[config.mk]
export PLATFORM = sky130hd
export DESIGN_NAME = ppic_top
export DESIGN_NICKNAME = d
export VERILOG_FILES = /design/src/design/ppic_pkg.sv /design/src/design/ppic_edge_det.sv /design/src/design/ppic_prio_enc.sv /design/src/design/ppic_top.sv
export VERILOG_INCLUDE_DIRS = /design/src /design/src/design
export SDC_FILE = /design/constraint.sdc
export NUM_CORES = 1
export LEC_CHECK = 0
export ABC_CLOCK_PERIOD_IN_PS = 2400
export CAP_MARGIN = 20
export CORE_MARGIN = 1
export CORE_UTILIZATION = 30
export DETAILED_ROUTE_END_ITERATION = 8
export DONT_BUFFER_PORTS = 1
export SYNTH_ARGS = -nofsm -noshare
export SYNTH_HDL_FRONTEND = slang
export SYNTH_SLANG_ARGS = --single-unit
[constraint.sdc]
create_clock -name pclk -period 2.4 [get_ports pclk]
set_input_delay 0.24 -clock pclk [delete_from_list [all_inputs] [get_ports pclk]]
set_output_delay 0.24 -clock pclk [all_outputs]
set_load 0.005 [all_outputs]
[src/design/ppic_consts.svh]
`ifndef PPIC_CONSTS_SVH
`define PPIC_CONSTS_SVH

// register indices; the byte address is four times the index
`define PPIC_IDX_POSTED0     10'h0DA
`define PPIC_IDX_POSTED1     10'h0DB
`define PPIC_IDX_POSTED2     10'h0DC
`define PPIC_IDX_MASK3       10'h0DE
`define PPIC_IDX_MASK2       10'h0DF
`define PPIC_IDX_MASK0       10'h0E0
`define PPIC_IDX_MASK1       10'h0E1
`define PPIC_IDX_VCLR        10'h0E2

// implemented source bits of the three groups, packed group2..group0
`define PPIC_VALID_SRC       24'h16_7F_FF
`define PPIC_RST_BYTE        8'h00

// soft_post_enable position inside mask register 3
`define PPIC_SOFT_POST_BIT   7

// edge-posted port sources in the flat source vector
`define PPIC_GPIO0_BIT       4
`define PPIC_GPIO1_BIT       7
`define PPIC_GPIO2_BIT       20
`define PPIC_GPIO_MASK       24'h10_00_90

// dispatch sequence, counted in cycles from the first dispatch cycle
`define PPIC_DISPATCH_CYCLES 4'd13
`define PPIC_STEP_PUSH_PCH   4'd0
`define PPIC_STEP_PUSH_PCL   4'd1
`define PPIC_STEP_PUSH_FLAGS 4'd2
`define PPIC_STEP_FLAG_CLR   4'd3

// return sequence steps
`define PPIC_STEP_POP_FLAGS  4'd0
`define PPIC_STEP_POP_PCL    4'd1
`define PPIC_STEP_POP_PCH    4'd2
`define PPIC_STEP_RESTORE    4'd3

`endif

[src/design/ppic_pkg.sv]
package ppic_pkg;

   // sequencer states
   typedef enum logic [1:0] {
      PPIC_IDLE,
      PPIC_DISPATCH,
      PPIC_RETURN
   } ppic_state_e;

   // from the cpu core
   typedef struct packed {
      logic        instr_boundary;
      logic        handler_return;
      logic [15:0] pc;
      logic [7:0]  flags;
      logic [7:0]  pop_data;
   } ppic_cpu_in_s;

   // to the cpu core
   typedef struct packed {
      logic        irq_active;
      logic        take_ack;
      logic        push_valid;
      logic [7:0]  push_data;
      logic        flags_clear;
      logic        pc_load;
      logic [15:0] pc_value;
      logic        pop_req;
      logic        restore_valid;
      logic [15:0] restore_pc;
      logic [7:0]  restore_flags;
   } ppic_cpu_out_s;

   // whole state of the controller
   typedef struct packed {
      logic [23:0]   posted;
      logic [23:0]   mask;
      logic          soft_post_enable;
      ppic_state_e   state;
      logic [3:0]    cnt;
      logic [7:0]    vector;
      logic [15:0]   saved_pc;
      logic [7:0]    saved_flags;
      logic [31:0]   prdata;
      logic          pslverr;
      ppic_cpu_out_s out;
   } ppic_regs_s;

endpackage : ppic_pkg

[src/design/ppic_edge_det.sv]
`timescale 1ns/1ps
`default_nettype none

module ppic_edge_det
   import ppic_pkg::*;
#(
   parameter int W = 3
)
(
   input  wire logic         clk,
   input  wire logic         rst_n,
   input  wire logic         ce,
   input  wire logic [W-1:0] level,
   output logic      [W-1:0] rise
);

   typedef struct packed {
      logic [W-1:0] prev;
   } ppic_edge_s;

   ppic_edge_s r;
   ppic_edge_s next_r;

   // remember last level
   always_comb
   begin
      next_r      = r;
      next_r.prev = level;
   end

   always_ff @(posedge clk or negedge rst_n)
   begin
      if (!rst_n)
         r <= '0;
      else if (ce)
         r <= next_r;
   end

   // low-to-high transition only, a held level posts once
   assign rise = level & ~r.prev;

endmodule : ppic_edge_det

`default_nettype wire

[src/design/ppic_prio_enc.sv]
`timescale 1ns/1ps
`default_nettype none

module ppic_prio_enc
   import ppic_pkg::*;
(
   input  wire logic [23:0] pending,
   output logic             hit,
   output logic [4:0]       src,
   output logic [7:0]       vector
);

   localparam int NSRC = 18;

   // flat source index and priority number, highest priority first
   localparam logic [4:0] SRC_IDX [NSRC] = '{
      5'h00, 5'h01, 5'h02, 5'h03, 5'h04, 5'h07, 5'h05, 5'h08, 5'h09,
      5'h0A, 5'h0B, 5'h0C, 5'h0D, 5'h0E, 5'h11, 5'h12, 5'h14, 5'h06};
   localparam logic [4:0] SRC_PRI [NSRC] = '{
      5'h01, 5'h02, 5'h03, 5'h04, 5'h05, 5'h06, 5'h07, 5'h08, 5'h09,
      5'h0A, 5'h0B, 5'h0C, 5'h0D, 5'h0E, 5'h11, 5'h12, 5'h14, 5'h19};

   // scan lowest priority first so the highest one is left standing
   always_comb
   begin
      hit    = 1'b0;
      src    = 5'h00;
      vector = 8'h00;
      for (int i = NSRC - 1; i >= 0; i--)
      begin
         if (pending[SRC_IDX[i]])
         begin
            hit    = 1'b1;
            src    = SRC_IDX[i];
            vector = {1'b0, SRC_PRI[i], 2'b00};
         end
      end
   end

endmodule : ppic_prio_enc

`default_nettype wire

[src/design/ppic_top.sv]
`timescale 1ns/1ps
`default_nettype none
`include "ppic_consts.svh"

// Operation
// - a source event sets that source's posted flag
// - posted flag holds until taken or cleared by software
// - posted flag counts as pending only while its mask bit is one
// - encoder picks highest pending; taken only with global enable set
// - clearing a mask bit keeps posted flags and posting alive
// - active on event, mask unmasking, or enable rising with pending
// - port sources post on a rising edge, not on a level
// - dispatch starts only once the current instruction has finished
// - dispatch lasts exactly 13 cycles as an automatic call
// - push pc high byte, pc low byte, then flags, in order
// - after pushing, clear whole flag register, disabling interrupts
// - pc high byte zeroed, pc low byte loaded with the vector
// - return restores pc and flags, saved enable re-enables
// - pending requests at return are served before next instruction
// - nesting allowed when a handler sets the enable bit again
// - reading posted registers shows one for each posted source
// - writing zero to a posted bit clears that flag
// - writing one with soft post enabled posts that source
// - group 0 bit map: ports, sleep, inputs, serial, power fault
// - group 1 bit map: timers, bus, endpoints; bit 7 reserved
// - group 2 bit map: port 2, input 2, counter wrap only
// - with soft post disabled, written ones do nothing
// - with soft post enabled, written zeros are ignored
// - vector register reads top vector; any write clears all pending
// - fixed priority per source, vector equals priority times four

module ppic_top
   import ppic_pkg::*;
#(
   parameter int FLAG_IE_BIT = 0
)
(
   input  wire logic          pclk,
   input  wire logic          presetn,
   input  wire logic          pclken,
   input  wire logic          psel,
   input  wire logic          penable,
   input  wire logic          pwrite,
   input  wire logic [11:0]   paddr,
   input  wire logic [31:0]   pwdata,
   input  wire logic [3:0]    pstrb,
   output logic      [31:0]   prdata,
   output logic               pready,
   output logic               pslverr,
   input  wire logic [23:0]   src_event,
   input  wire logic [2:0]    gpio_level,
   input  wire ppic_cpu_in_s  cpu_in,
   output ppic_cpu_out_s      cpu_out
);

   ppic_regs_s  r;
   ppic_regs_s  next_r;

   logic [9:0]  reg_idx;
   logic [1:0]  sel_grp;
   logic        is_posted;
   logic        is_mask;
   logic        is_mask3;
   logic        is_vclr;
   logic        mapped;
   logic        wr_fire;
   logic        rd_setup;
   logic [7:0]  wb;
   logic [23:0] lane;
   logic [23:0] wb24;
   logic [2:0]  gpio_rise;
   logic [23:0] gpio_flat;
   logic [23:0] hw_set;
   logic [23:0] soft_set;
   logic [23:0] soft_clr;
   logic [23:0] vclr_clr;
   logic [23:0] take_clr;
   logic [23:0] pending;
   logic        global_irq_enable;
   logic        req;
   logic        enc_hit;
   logic [4:0]  enc_src;
   logic [7:0]  enc_vec;
   logic        take;
   logic [15:0] take_pc;
   logic [7:0]  take_flags;
   logic [7:0]  rd_byte;

   // port sources go through edge detection
   ppic_edge_det #(
      .W     (3)
   ) u_gpio_edge (
      .clk   (pclk),
      .rst_n (presetn),
      .ce    (pclken),
      .level (gpio_level),
      .rise  (gpio_rise)
   );

   // highest pending source and its vector
   ppic_prio_enc u_prio (
      .pending (pending),
      .hit     (enc_hit),
      .src     (enc_src),
      .vector  (enc_vec)
   );

   // register decode, index is the word address
   assign reg_idx = paddr[11:2];

   always_comb
   begin
      sel_grp   = 2'd0;
      is_posted = 1'b0;
      is_mask   = 1'b0;
      is_mask3  = 1'b0;
      is_vclr   = 1'b0;
      case (reg_idx)
         `PPIC_IDX_POSTED0:
         begin
            is_posted = 1'b1;
            sel_grp   = 2'd0;
         end
         `PPIC_IDX_POSTED1:
         begin
            is_posted = 1'b1;
            sel_grp   = 2'd1;
         end
         `PPIC_IDX_POSTED2:
         begin
            is_posted = 1'b1;
            sel_grp   = 2'd2;
         end
         `PPIC_IDX_MASK0:
         begin
            is_mask = 1'b1;
            sel_grp = 2'd0;
         end
         `PPIC_IDX_MASK1:
         begin
            is_mask = 1'b1;
            sel_grp = 2'd1;
         end
         `PPIC_IDX_MASK2:
         begin
            is_mask = 1'b1;
            sel_grp = 2'd2;
         end
         `PPIC_IDX_MASK3:
            is_mask3 = 1'b1;
         `PPIC_IDX_VCLR:
            is_vclr = 1'b1;
         default:
            sel_grp = 2'd0;
      endcase
   end

   assign mapped = (is_posted | is_mask | is_mask3 | is_vclr)
                   & (paddr[1:0] == 2'b00);

   // apb handshake, zero wait states while enabled
   assign pready   = pclken;
   assign wr_fire  = psel & penable & pwrite & pstrb[0] & mapped;
   assign rd_setup = psel & ~penable & ~pwrite;
   assign prdata   = r.prdata;
   assign pslverr  = r.pslverr;

   // write byte spread over the selected group lane
   assign wb   = pwdata[7:0];
   assign lane = 24'h00_00_FF << {sel_grp, 3'b000};
   assign wb24 = {wb, wb, wb};

   // flat vector of port edges
   always_comb
   begin
      gpio_flat                  = 24'h00_00_00;
      gpio_flat[`PPIC_GPIO0_BIT] = gpio_rise[0];
      gpio_flat[`PPIC_GPIO1_BIT] = gpio_rise[1];
      gpio_flat[`PPIC_GPIO2_BIT] = gpio_rise[2];
   end

   // hardware posting, independent of the masks
   assign hw_set = (src_event & ~`PPIC_GPIO_MASK) | gpio_flat;

   // software posting and clearing through the posted registers
   assign soft_set = (is_posted & wr_fire & r.soft_post_enable)
                     ? (lane & wb24) : 24'h00_00_00;
   assign soft_clr = (is_posted & wr_fire & ~r.soft_post_enable)
                     ? (lane & ~wb24) : 24'h00_00_00;
   assign vclr_clr = (is_vclr & wr_fire)
                     ? pending : 24'h00_00_00;

   // mask gates posted flags into pending ones
   assign pending = r.posted & r.mask;

   // request level: follows events, unmasking and enable rising
   assign global_irq_enable = cpu_in.flags[FLAG_IE_BIT];
   assign req = enc_hit & global_irq_enable;

   // taking at instruction end, or right after a return restores
   always_comb
   begin
      take       = 1'b0;
      take_pc    = cpu_in.pc;
      take_flags = cpu_in.flags;
      case (r.state)
         PPIC_IDLE:
            take = cpu_in.instr_boundary & ~cpu_in.handler_return
                   & req;
         PPIC_RETURN:
         begin
            take_pc    = r.out.restore_pc;
            take_flags = r.out.restore_flags;
            take = (r.cnt == `PPIC_STEP_RESTORE) & enc_hit
                   & r.out.restore_flags[FLAG_IE_BIT];
         end
         default:
            take = 1'b0;
      endcase
   end

   // taken source loses its posted flag
   assign take_clr = take ? (24'h00_00_01 << enc_src)
                          : 24'h00_00_00;

   // read byte of the addressed register
   always_comb
   begin
      rd_byte = `PPIC_RST_BYTE;
      if (is_posted)
         rd_byte = r.posted[{sel_grp, 3'b000} +: 8];
      else if (is_mask)
         rd_byte = r.mask[{sel_grp, 3'b000} +: 8];
      else if (is_mask3)
         rd_byte = {r.soft_post_enable, 7'h00};
      else if (is_vclr)
         rd_byte = enc_vec;
   end

   // next state
   always_comb
   begin
      next_r = r;

      // set wins over every clear in the same cycle
      next_r.posted = ((r.posted & ~(soft_clr | vclr_clr | take_clr))
                       | hw_set | soft_set)
                      & `PPIC_VALID_SRC;

      // mask registers
      if (is_mask & wr_fire)
         next_r.mask = ((r.mask & ~lane) | (lane & wb24))
                       & `PPIC_VALID_SRC;
      if (is_mask3 & wr_fire)
         next_r.soft_post_enable = wb[`PPIC_SOFT_POST_BIT];

      // read data and error captured in the setup cycle
      if (rd_setup)
         next_r.prdata = {24'h00_00_00, rd_byte};
      if (psel & ~penable)
         next_r.pslverr = ~mapped;

      // sequencer
      case (r.state)
         PPIC_IDLE:
         begin
            if (cpu_in.handler_return)
            begin
               next_r.state = PPIC_RETURN;
               next_r.cnt   = 4'd0;
            end
         end
         PPIC_DISPATCH:
         begin
            if (r.cnt == `PPIC_DISPATCH_CYCLES - 4'd1)
               next_r.state = PPIC_IDLE;
            else
               next_r.cnt = r.cnt + 4'd1;
         end
         PPIC_RETURN:
         begin
            // stack pops in reverse push order
            case (r.cnt)
               `PPIC_STEP_POP_FLAGS:
                  next_r.out.restore_flags = cpu_in.pop_data;
               `PPIC_STEP_POP_PCL:
                  next_r.out.restore_pc[7:0] = cpu_in.pop_data;
               `PPIC_STEP_POP_PCH:
                  next_r.out.restore_pc[15:8] = cpu_in.pop_data;
               default:
                  next_r.out.restore_pc = r.out.restore_pc;
            endcase
            if (r.cnt == `PPIC_STEP_RESTORE)
               next_r.state = PPIC_IDLE;
            else
               next_r.cnt = r.cnt + 4'd1;
         end
         default:
            next_r.state = PPIC_IDLE;
      endcase

      // acceptance starts the automatic call
      if (take)
      begin
         next_r.state       = PPIC_DISPATCH;
         next_r.cnt         = 4'd0;
         next_r.vector      = enc_vec;
         next_r.saved_pc    = take_pc;
         next_r.saved_flags = take_flags;
      end

      // outputs to the core, registered; push, flag clear, pc load and pop from the coming state, restore_valid from the current one
      next_r.out.irq_active = req;
      next_r.out.take_ack   = take;
      next_r.out.push_valid = (next_r.state == PPIC_DISPATCH)
                              & (next_r.cnt <= `PPIC_STEP_PUSH_FLAGS);
      case (next_r.cnt)
         `PPIC_STEP_PUSH_PCH:
            next_r.out.push_data = next_r.saved_pc[15:8];
         `PPIC_STEP_PUSH_PCL:
            next_r.out.push_data = next_r.saved_pc[7:0];
         `PPIC_STEP_PUSH_FLAGS:
            next_r.out.push_data = next_r.saved_flags;
         default:
            next_r.out.push_data = 8'h00;
      endcase
      next_r.out.flags_clear = (next_r.state == PPIC_DISPATCH)
                               & (next_r.cnt == `PPIC_STEP_FLAG_CLR);
      next_r.out.pc_load = (next_r.state == PPIC_DISPATCH)
                           & (next_r.cnt == `PPIC_DISPATCH_CYCLES - 4'd1);
      next_r.out.pc_value = {8'h00, next_r.vector};
      next_r.out.pop_req = (next_r.state == PPIC_RETURN)
                           & (next_r.cnt <= `PPIC_STEP_POP_PCH);
      next_r.out.restore_valid = (r.state == PPIC_RETURN)
                                 & (r.cnt == `PPIC_STEP_RESTORE);
   end

   // single state register, frozen while the clock enable is low
   always_ff @(posedge pclk or negedge presetn)
   begin
      if (!presetn)
         r <= '0;
      else if (pclken)
         r <= next_r;
   end

   assign cpu_out = r.out;

endmodule : ppic_top

`default_nettype wire

**Word-level counts from Yosys, hierarchy flattened**

Cells that the tools add are included.

- Register bits after elaboration: 126
- Latch bits: 0
- Bits in writable memories: 0
- Bits in read-only memories: 0
- Input bits: 115
- Word-level logic and storage cells: 190
- Memories kept: 0

- Add/subtract/negate cells: 1
- Multiply operators: 0
- Divide/modulo/power cells: 0
- $lt $le $gt $ge: 1
- Equal/unequal tests: 20
- Shifts and indexed selects: 4
- Mux-type cells: 79
- Bitwise operators: 47
- Reductions and logical operators: 16

Operators by type and width:

| operator | count |
|---|---|
| $mux 7 | 18 |
| $and 21x21->21 | 5 |
| $or 21x21->21 | 5 |
| $mux 5 | 17 |
| $mux 21 | 4 |
| $eq 10x8->1 const B | 8 |
| $not 21->21 | 3 |
| $shiftx 24x6->8 | 2 |
| $mux 8 | 5 |
| $mux 38 | 1 |
| $pmux 8 s3 | 1 |
| $and 1x1->1 | 23 |
| $mux 1 | 22 |
| $or 20x21->21 | 1 |
| $shl 1x5->21 const A | 1 |
| $shl 8x5->21 const A | 1 |
| $eq 4x2->1 const B | 4 |
| $mux 16 | 1 |
| $pmux 4 s3 | 1 |
| $reduce_and 2->1 | 5 |
| $reduce_and 3->1 | 3 |
| $eq 4x1->1 const B | 2 |
| $eq 4x4->1 const B | 2 |
| $logic_not 4->1 | 2 |
| other kinds (18) | 31 |

**Logic depth before layout (Yosys ltp)**

- Depth in word-level cells: 28
- Depth in mapped cells: 11

**Hierarchy**

A second synthesis with hierarchy kept.

- Cell total of the unflattened synthesis: 844
- Area, all modules: 7997.7 um^2

By module, submodules not included:

| module | instances | cells each | area each (um^2) | sequential area each (um^2) |
|---|---|---|---|---|
| ppic_top | 1 | 774 | 7497.2 | 3078.0 |
| ppic_prio_enc | 1 | 61 | 372.9 | 0.0 |
| ppic_edge_det | 1 | 9 | 127.6 | 75.1 |

**Worst setup path before layout**

No wires, ideal clock.

- Kind: flip-flop to flip-flop
- Start: register r[121] (netlist name)
- End: register r, in the netlist cpu_out[45]
- Data arrival time: 2.266 ns
- Slack: 0.008 ns
- Cell stages (with the launch flop): 8
- Clock period less this slack: 2.392 ns
- Cell sequence: dfrtp_1 ha_1 or3b_1 a32o_1 a211oi_1 nor2_1 a22o_1 a221o_1

- Longest elaborated chain between the ends: 7
- Elaborated cells between the ends (all ways): 15

RTL lines:

| element | line | source |
|---|---|---|
| start: declaration | ppic_top.sv:56 | `ppic_regs_s r;` |
| start signal: assignment | ppic_top.sv:344 | `r <= next_r;` |
| parallel branches: the longest is 4 deep, another holds $add 4x1->4 | -- |  |
| $mux 38 * | ppic_top.sv:303 | `if (take)` |
| $eq 4x2->1 (tied with other cells) | ppic_top.sv:317 | `case (next_r.cnt)` |
| $pmux 8 s3 * | ppic_top.sv:317 |  |

Mark *: on every way between the ends. The select of a mux whose other input is x is not followed.
A chain may end at the register's enable or synchronous reset.

**Final worst setup path**

- Start: register r[121] (netlist name)
- End: register r[164] (netlist name)

- Longest elaborated chain between the ends: 10

RTL lines:

| element | line | source |
|---|---|---|
| $eq 4x2->1 (no source line) | -- |  |
| $and 1x1->1 (2 in a row) | ppic_top.sv:214 | `` take = (r.cnt == `PPIC_STEP_RESTORE) & enc_hit `` |
| $pmux 1 s2 | ppic_top.sv:206 | `case (r.state)` |
| $mux 21 | ppic_top.sv:223 | `assign take_clr = take ? (24'h00_00_01 << enc_src)` |
| $or 21x21->21 | ppic_top.sv:246 | `next_r.posted = ((r.posted & ~(soft_clr \| vclr_clr \| take_clr))` |
| $not 21->21 | ppic_top.sv:246 |  |
| $and 21x21->21 | ppic_top.sv:246 |  |
| $or 21x21->21 (2 in a row) | ppic_top.sv:247 | `\| hw_set \| soft_set)` |

No other way between the ends.

==> impl_metrics.yaml <==
synth:
  ys_types: 77
  synthSimpleGateAreaFrac_pct: 14.4
  ys.flop_type: "dfrtp_1"
  synthAdderAreaFrac_pct: 0.796
  yosysSeqAreaShare_pct: 40.8
  synthMuxAreaShare_pct: 10.3
  synthCells: 800
  synth_top_family_by_area: "compound AO/OA/AOI/OAI gates"
  synthArstFlopShare_pct: 100
  syn_avg_cell_area_um2: 9.43
  synth_area_leader_cell: "dfrtp_1"
  synth-edff-count: 0
  synth_warnings: 0
  netlist_area_um2: 7540
  synth_xor_area_share_pct: 0.232
  synth-seq-cells: 123
  yosys-top-cells-area: "dfrtp_1, buf_4, nand2_1"
  synth_compound_area_share_pct: 21.8
  synth_top_area_share_pct: 40.8
setup_path:
  reg2reg_slack_ns: 0.08
  reg2reg_from: "r[121]"
  crit_path_max_incr_delay_ns: 0.38
  r2r_cells: 11
  setup.worst_path.class: "register to register"
  cp_num_cells: 11
  crit_top_cell: "buf_4"
  crit_path_end_kind: "register"
  crit_path_start_kind: "register"
  path_buf_inv: 3
  cp.arrival_ns: 2.63
  r2r_end: "r[164]"
  path_max_fanout: 4
  crit_end: "r[164]"
  crit_family: "simple AND/OR/NAND/NOR gates"
  crit_chain: "ha_2 -> nor3b_2 -> buf_4 -> a31oi_1 -> nor2_1 -> buf_4 -> nand2_1 -> nor3b_1 -> buf_4 -> a21oi_1 -> or2_1"
  crit_required_ns: 2.71
  worstSetupStartpoint: "r[121]"
  slowest_stage: "dfrtp_1"
cells_and_area:
  n_antenna_cell: 0
  post-route-util_pct: 36.9
  fillers: 2436
  fin_nets: 981
  drive_gt1_share_pct: 22.5
  final_common_cell: "dfrtp_1"
  final_cell_area_um2: 9030
  areaGrowthSynthToFinish_pct: 19.7
  final_cells: 1198
  final_cell_mix: "dfrtp_1, buf_4, nand2_1"
grt:
  grt_start_max_net_pins: 124
  antenna_found_initial: 0
  grt_usage_pct: 18.7
  first_global_vias: 6156
  grt_pass1_wl_mm: 36.8
  grt_overflow: 0
status:
  status: "finished, violations left"
  violations: "negative hold slack"
timing:
  setup_viol_count_final: 0
  whs_ns: -0.485
  finClkSkew_ns: 0.00886
  finalCriticalPeriod_ns: 2.32
  tightest_slew_ns: 0.847
  fin_crit_sh_pct: 96.8
  hold_viol: 123
  rsz0062_at_grt: "yes"
  setup_tns_ns: 0
  timing.fmax_ghz: 0.431
  slew_headroom_pct: 43.3
  final_max_slew_viol_count: 0
floorplanning:
  core_um2: 24500
  die_h_um: 161
  die_x_um: 161
  io_pins: 204
  dieArea_um2: 25800
  num_rows: 57
  start_util_pct: 30.8
clocking:
  htree_levels: 4
  cts_root_buf: "clkbuf_16"
  cts_sinks: 123
  cts_made_buffers: 17
  clk_pin_slew_ns: 0.06
  insertion_delay_ns: 0.42
  cts_hold_buf: 27
  cts_buffer_depth: 2
  cts_tree: "done"
place:
  dp.cells: 1135
  gp_congestion: 0.975
  port_buffers: 0
  place_area_um2: 8050
  hpwlAfterDp_mm: 17.1
power_and_ir_drop:
  powerDensity_nw_per_um2: 867
  intPower_w: 0.00526
  peakVddDrop_v: 0.000573
  combPwrFrac_pct: 30.3
  switching_share_pct: 32.8
  p_switching_w: 0.00257
  p_leak_nw: 3.93
  pwr-share-clk_pct: 30.7
  seqPwrFrac_pct: 39.0
drt:
  num_vias: 6333
  wirelength_mm: 23.9
  drt_iter0_drc: 577
  vias_per_cell: 5.29
  wl_per_cell_um: 20.0
  drcViolationCount: 0
  drt_first_pass_iters: 6
  ant_nets: 0
run:
  maxCapViolCount: 0
min_path:
  hold_class: "input port to asynchronous set/reset pin"
## registers in the layout, indices dropped and copies added (netlist names)
name           cells
pslverr            1
prdata             8
u_gpio_edge.r      3
r                 67
cpu_out           44
## worst min-delay path by stage
stage | to | slack (ns) | cells past startpoint
floorplan | cpu_out[0] | -0.06 | 0
global placement | r[159] | -0.05 | 0
detailed placement | r[159] | -0.05 | 0
CTS | r[159] | -0.50 | 0
global route | r[159] | -0.50 | 0
finish | r[159] | -0.48 | 0
## per-stage QoR
stage          setup WS (ns)  power (W)
2_1_floorplan        0.00809    0.00469
3_3_place_gp         0.00118    0.00509
3_5_place_dp         -0.0854    0.00513
4_1_cts              0.00726    0.00768
5_1_grt              -0.0183    0.00826
6_report              0.0778    0.00783
## per-layer routing
metal  share of wire [%]  vias up  routed length (µm)  global-route usage (%)
met1                  45     3125               10800                    25.5
met4                 2.0        0                 478                    6.32
met2                  47      239               11200                    29.0
met3                 6.1       37                1450                    4.39
met5                   0        -                   0                       0
li1                    -     2932                   -                       -
## synthesized netlist by cell type (9+ instances only)
master     number
nand3_1        13
o21ai_0        23
buf_2           9
nand2_1        95
inv_1          16
mux2_1         19
a22oi_1        21
a21oi_1        46
o211ai_1       18
mux2_2         27
nor2_1         43
o21ai_1        25
dfrtp_1       123
mux2i_1        26
o2bb2ai_1      15
a22o_1         10
clkbuf_1       24
nor2b_1        11
buf_4          89
## worst register-to-register path: stages, from the launching register on
cell     delay [ns]
dfrtp_1        0.38
ha_2           0.20
nor3b_2        0.16
buf_4          0.15
a31oi_1        0.08
nor2_1         0.23
buf_4          0.18
nand2_1        0.07
nor3b_1        0.30
buf_4          0.18
a21oi_1        0.06
or2_1          0.22
## logic make-up after synthesis
family / Yosys count
AND/OR/NAND/NOR: 220
other: 1
multiplexers: 72
AO/OA/AOI/OAI: 236
flip-flops: 123
buffers and inverters: 141
adder cells (fa/ha/maj): 5
XOR/XNOR: 2
## power groups by stage
stage / logic [W] / registers [W] / clock network (W)
after global routing: 0.00259 / 0.00312 / 0.00254
final: 0.00237 / 0.00305 / 0.00240
after CTS: 0.00217 / 0.00305 / 0.00246
after detailed placement: 0.00205 / 0.00308 / 0
after global placement: 0.00202 / 0.00307 / 0
after floorplan: 0.00184 / 0.00285 / 0
## cell type report
type	instances	area [µm²]	area share (%)
Multi-Input combinational cell	570	3840	42.6
Sequential cell	123	3080	34.1
Timing Repair Buffer	134	1100	12.2
Clock buffer	20	447	4.95
Tap cell	324	405	4.49
Clock inverter	11	97.6	1.08
Inverter	16	60.1	0.665
## timing repair
item / 4_1_cts / 5_1_grt
endpoints found under the setup margin: 10 / 22
buffers inserted: 1 / 4
endpoints found under the hold margin: 190 / 123
pin swaps: 0 / 9
resized for setup: 6 / 20
No activity file was read; power rests on OpenSTA's default activity.
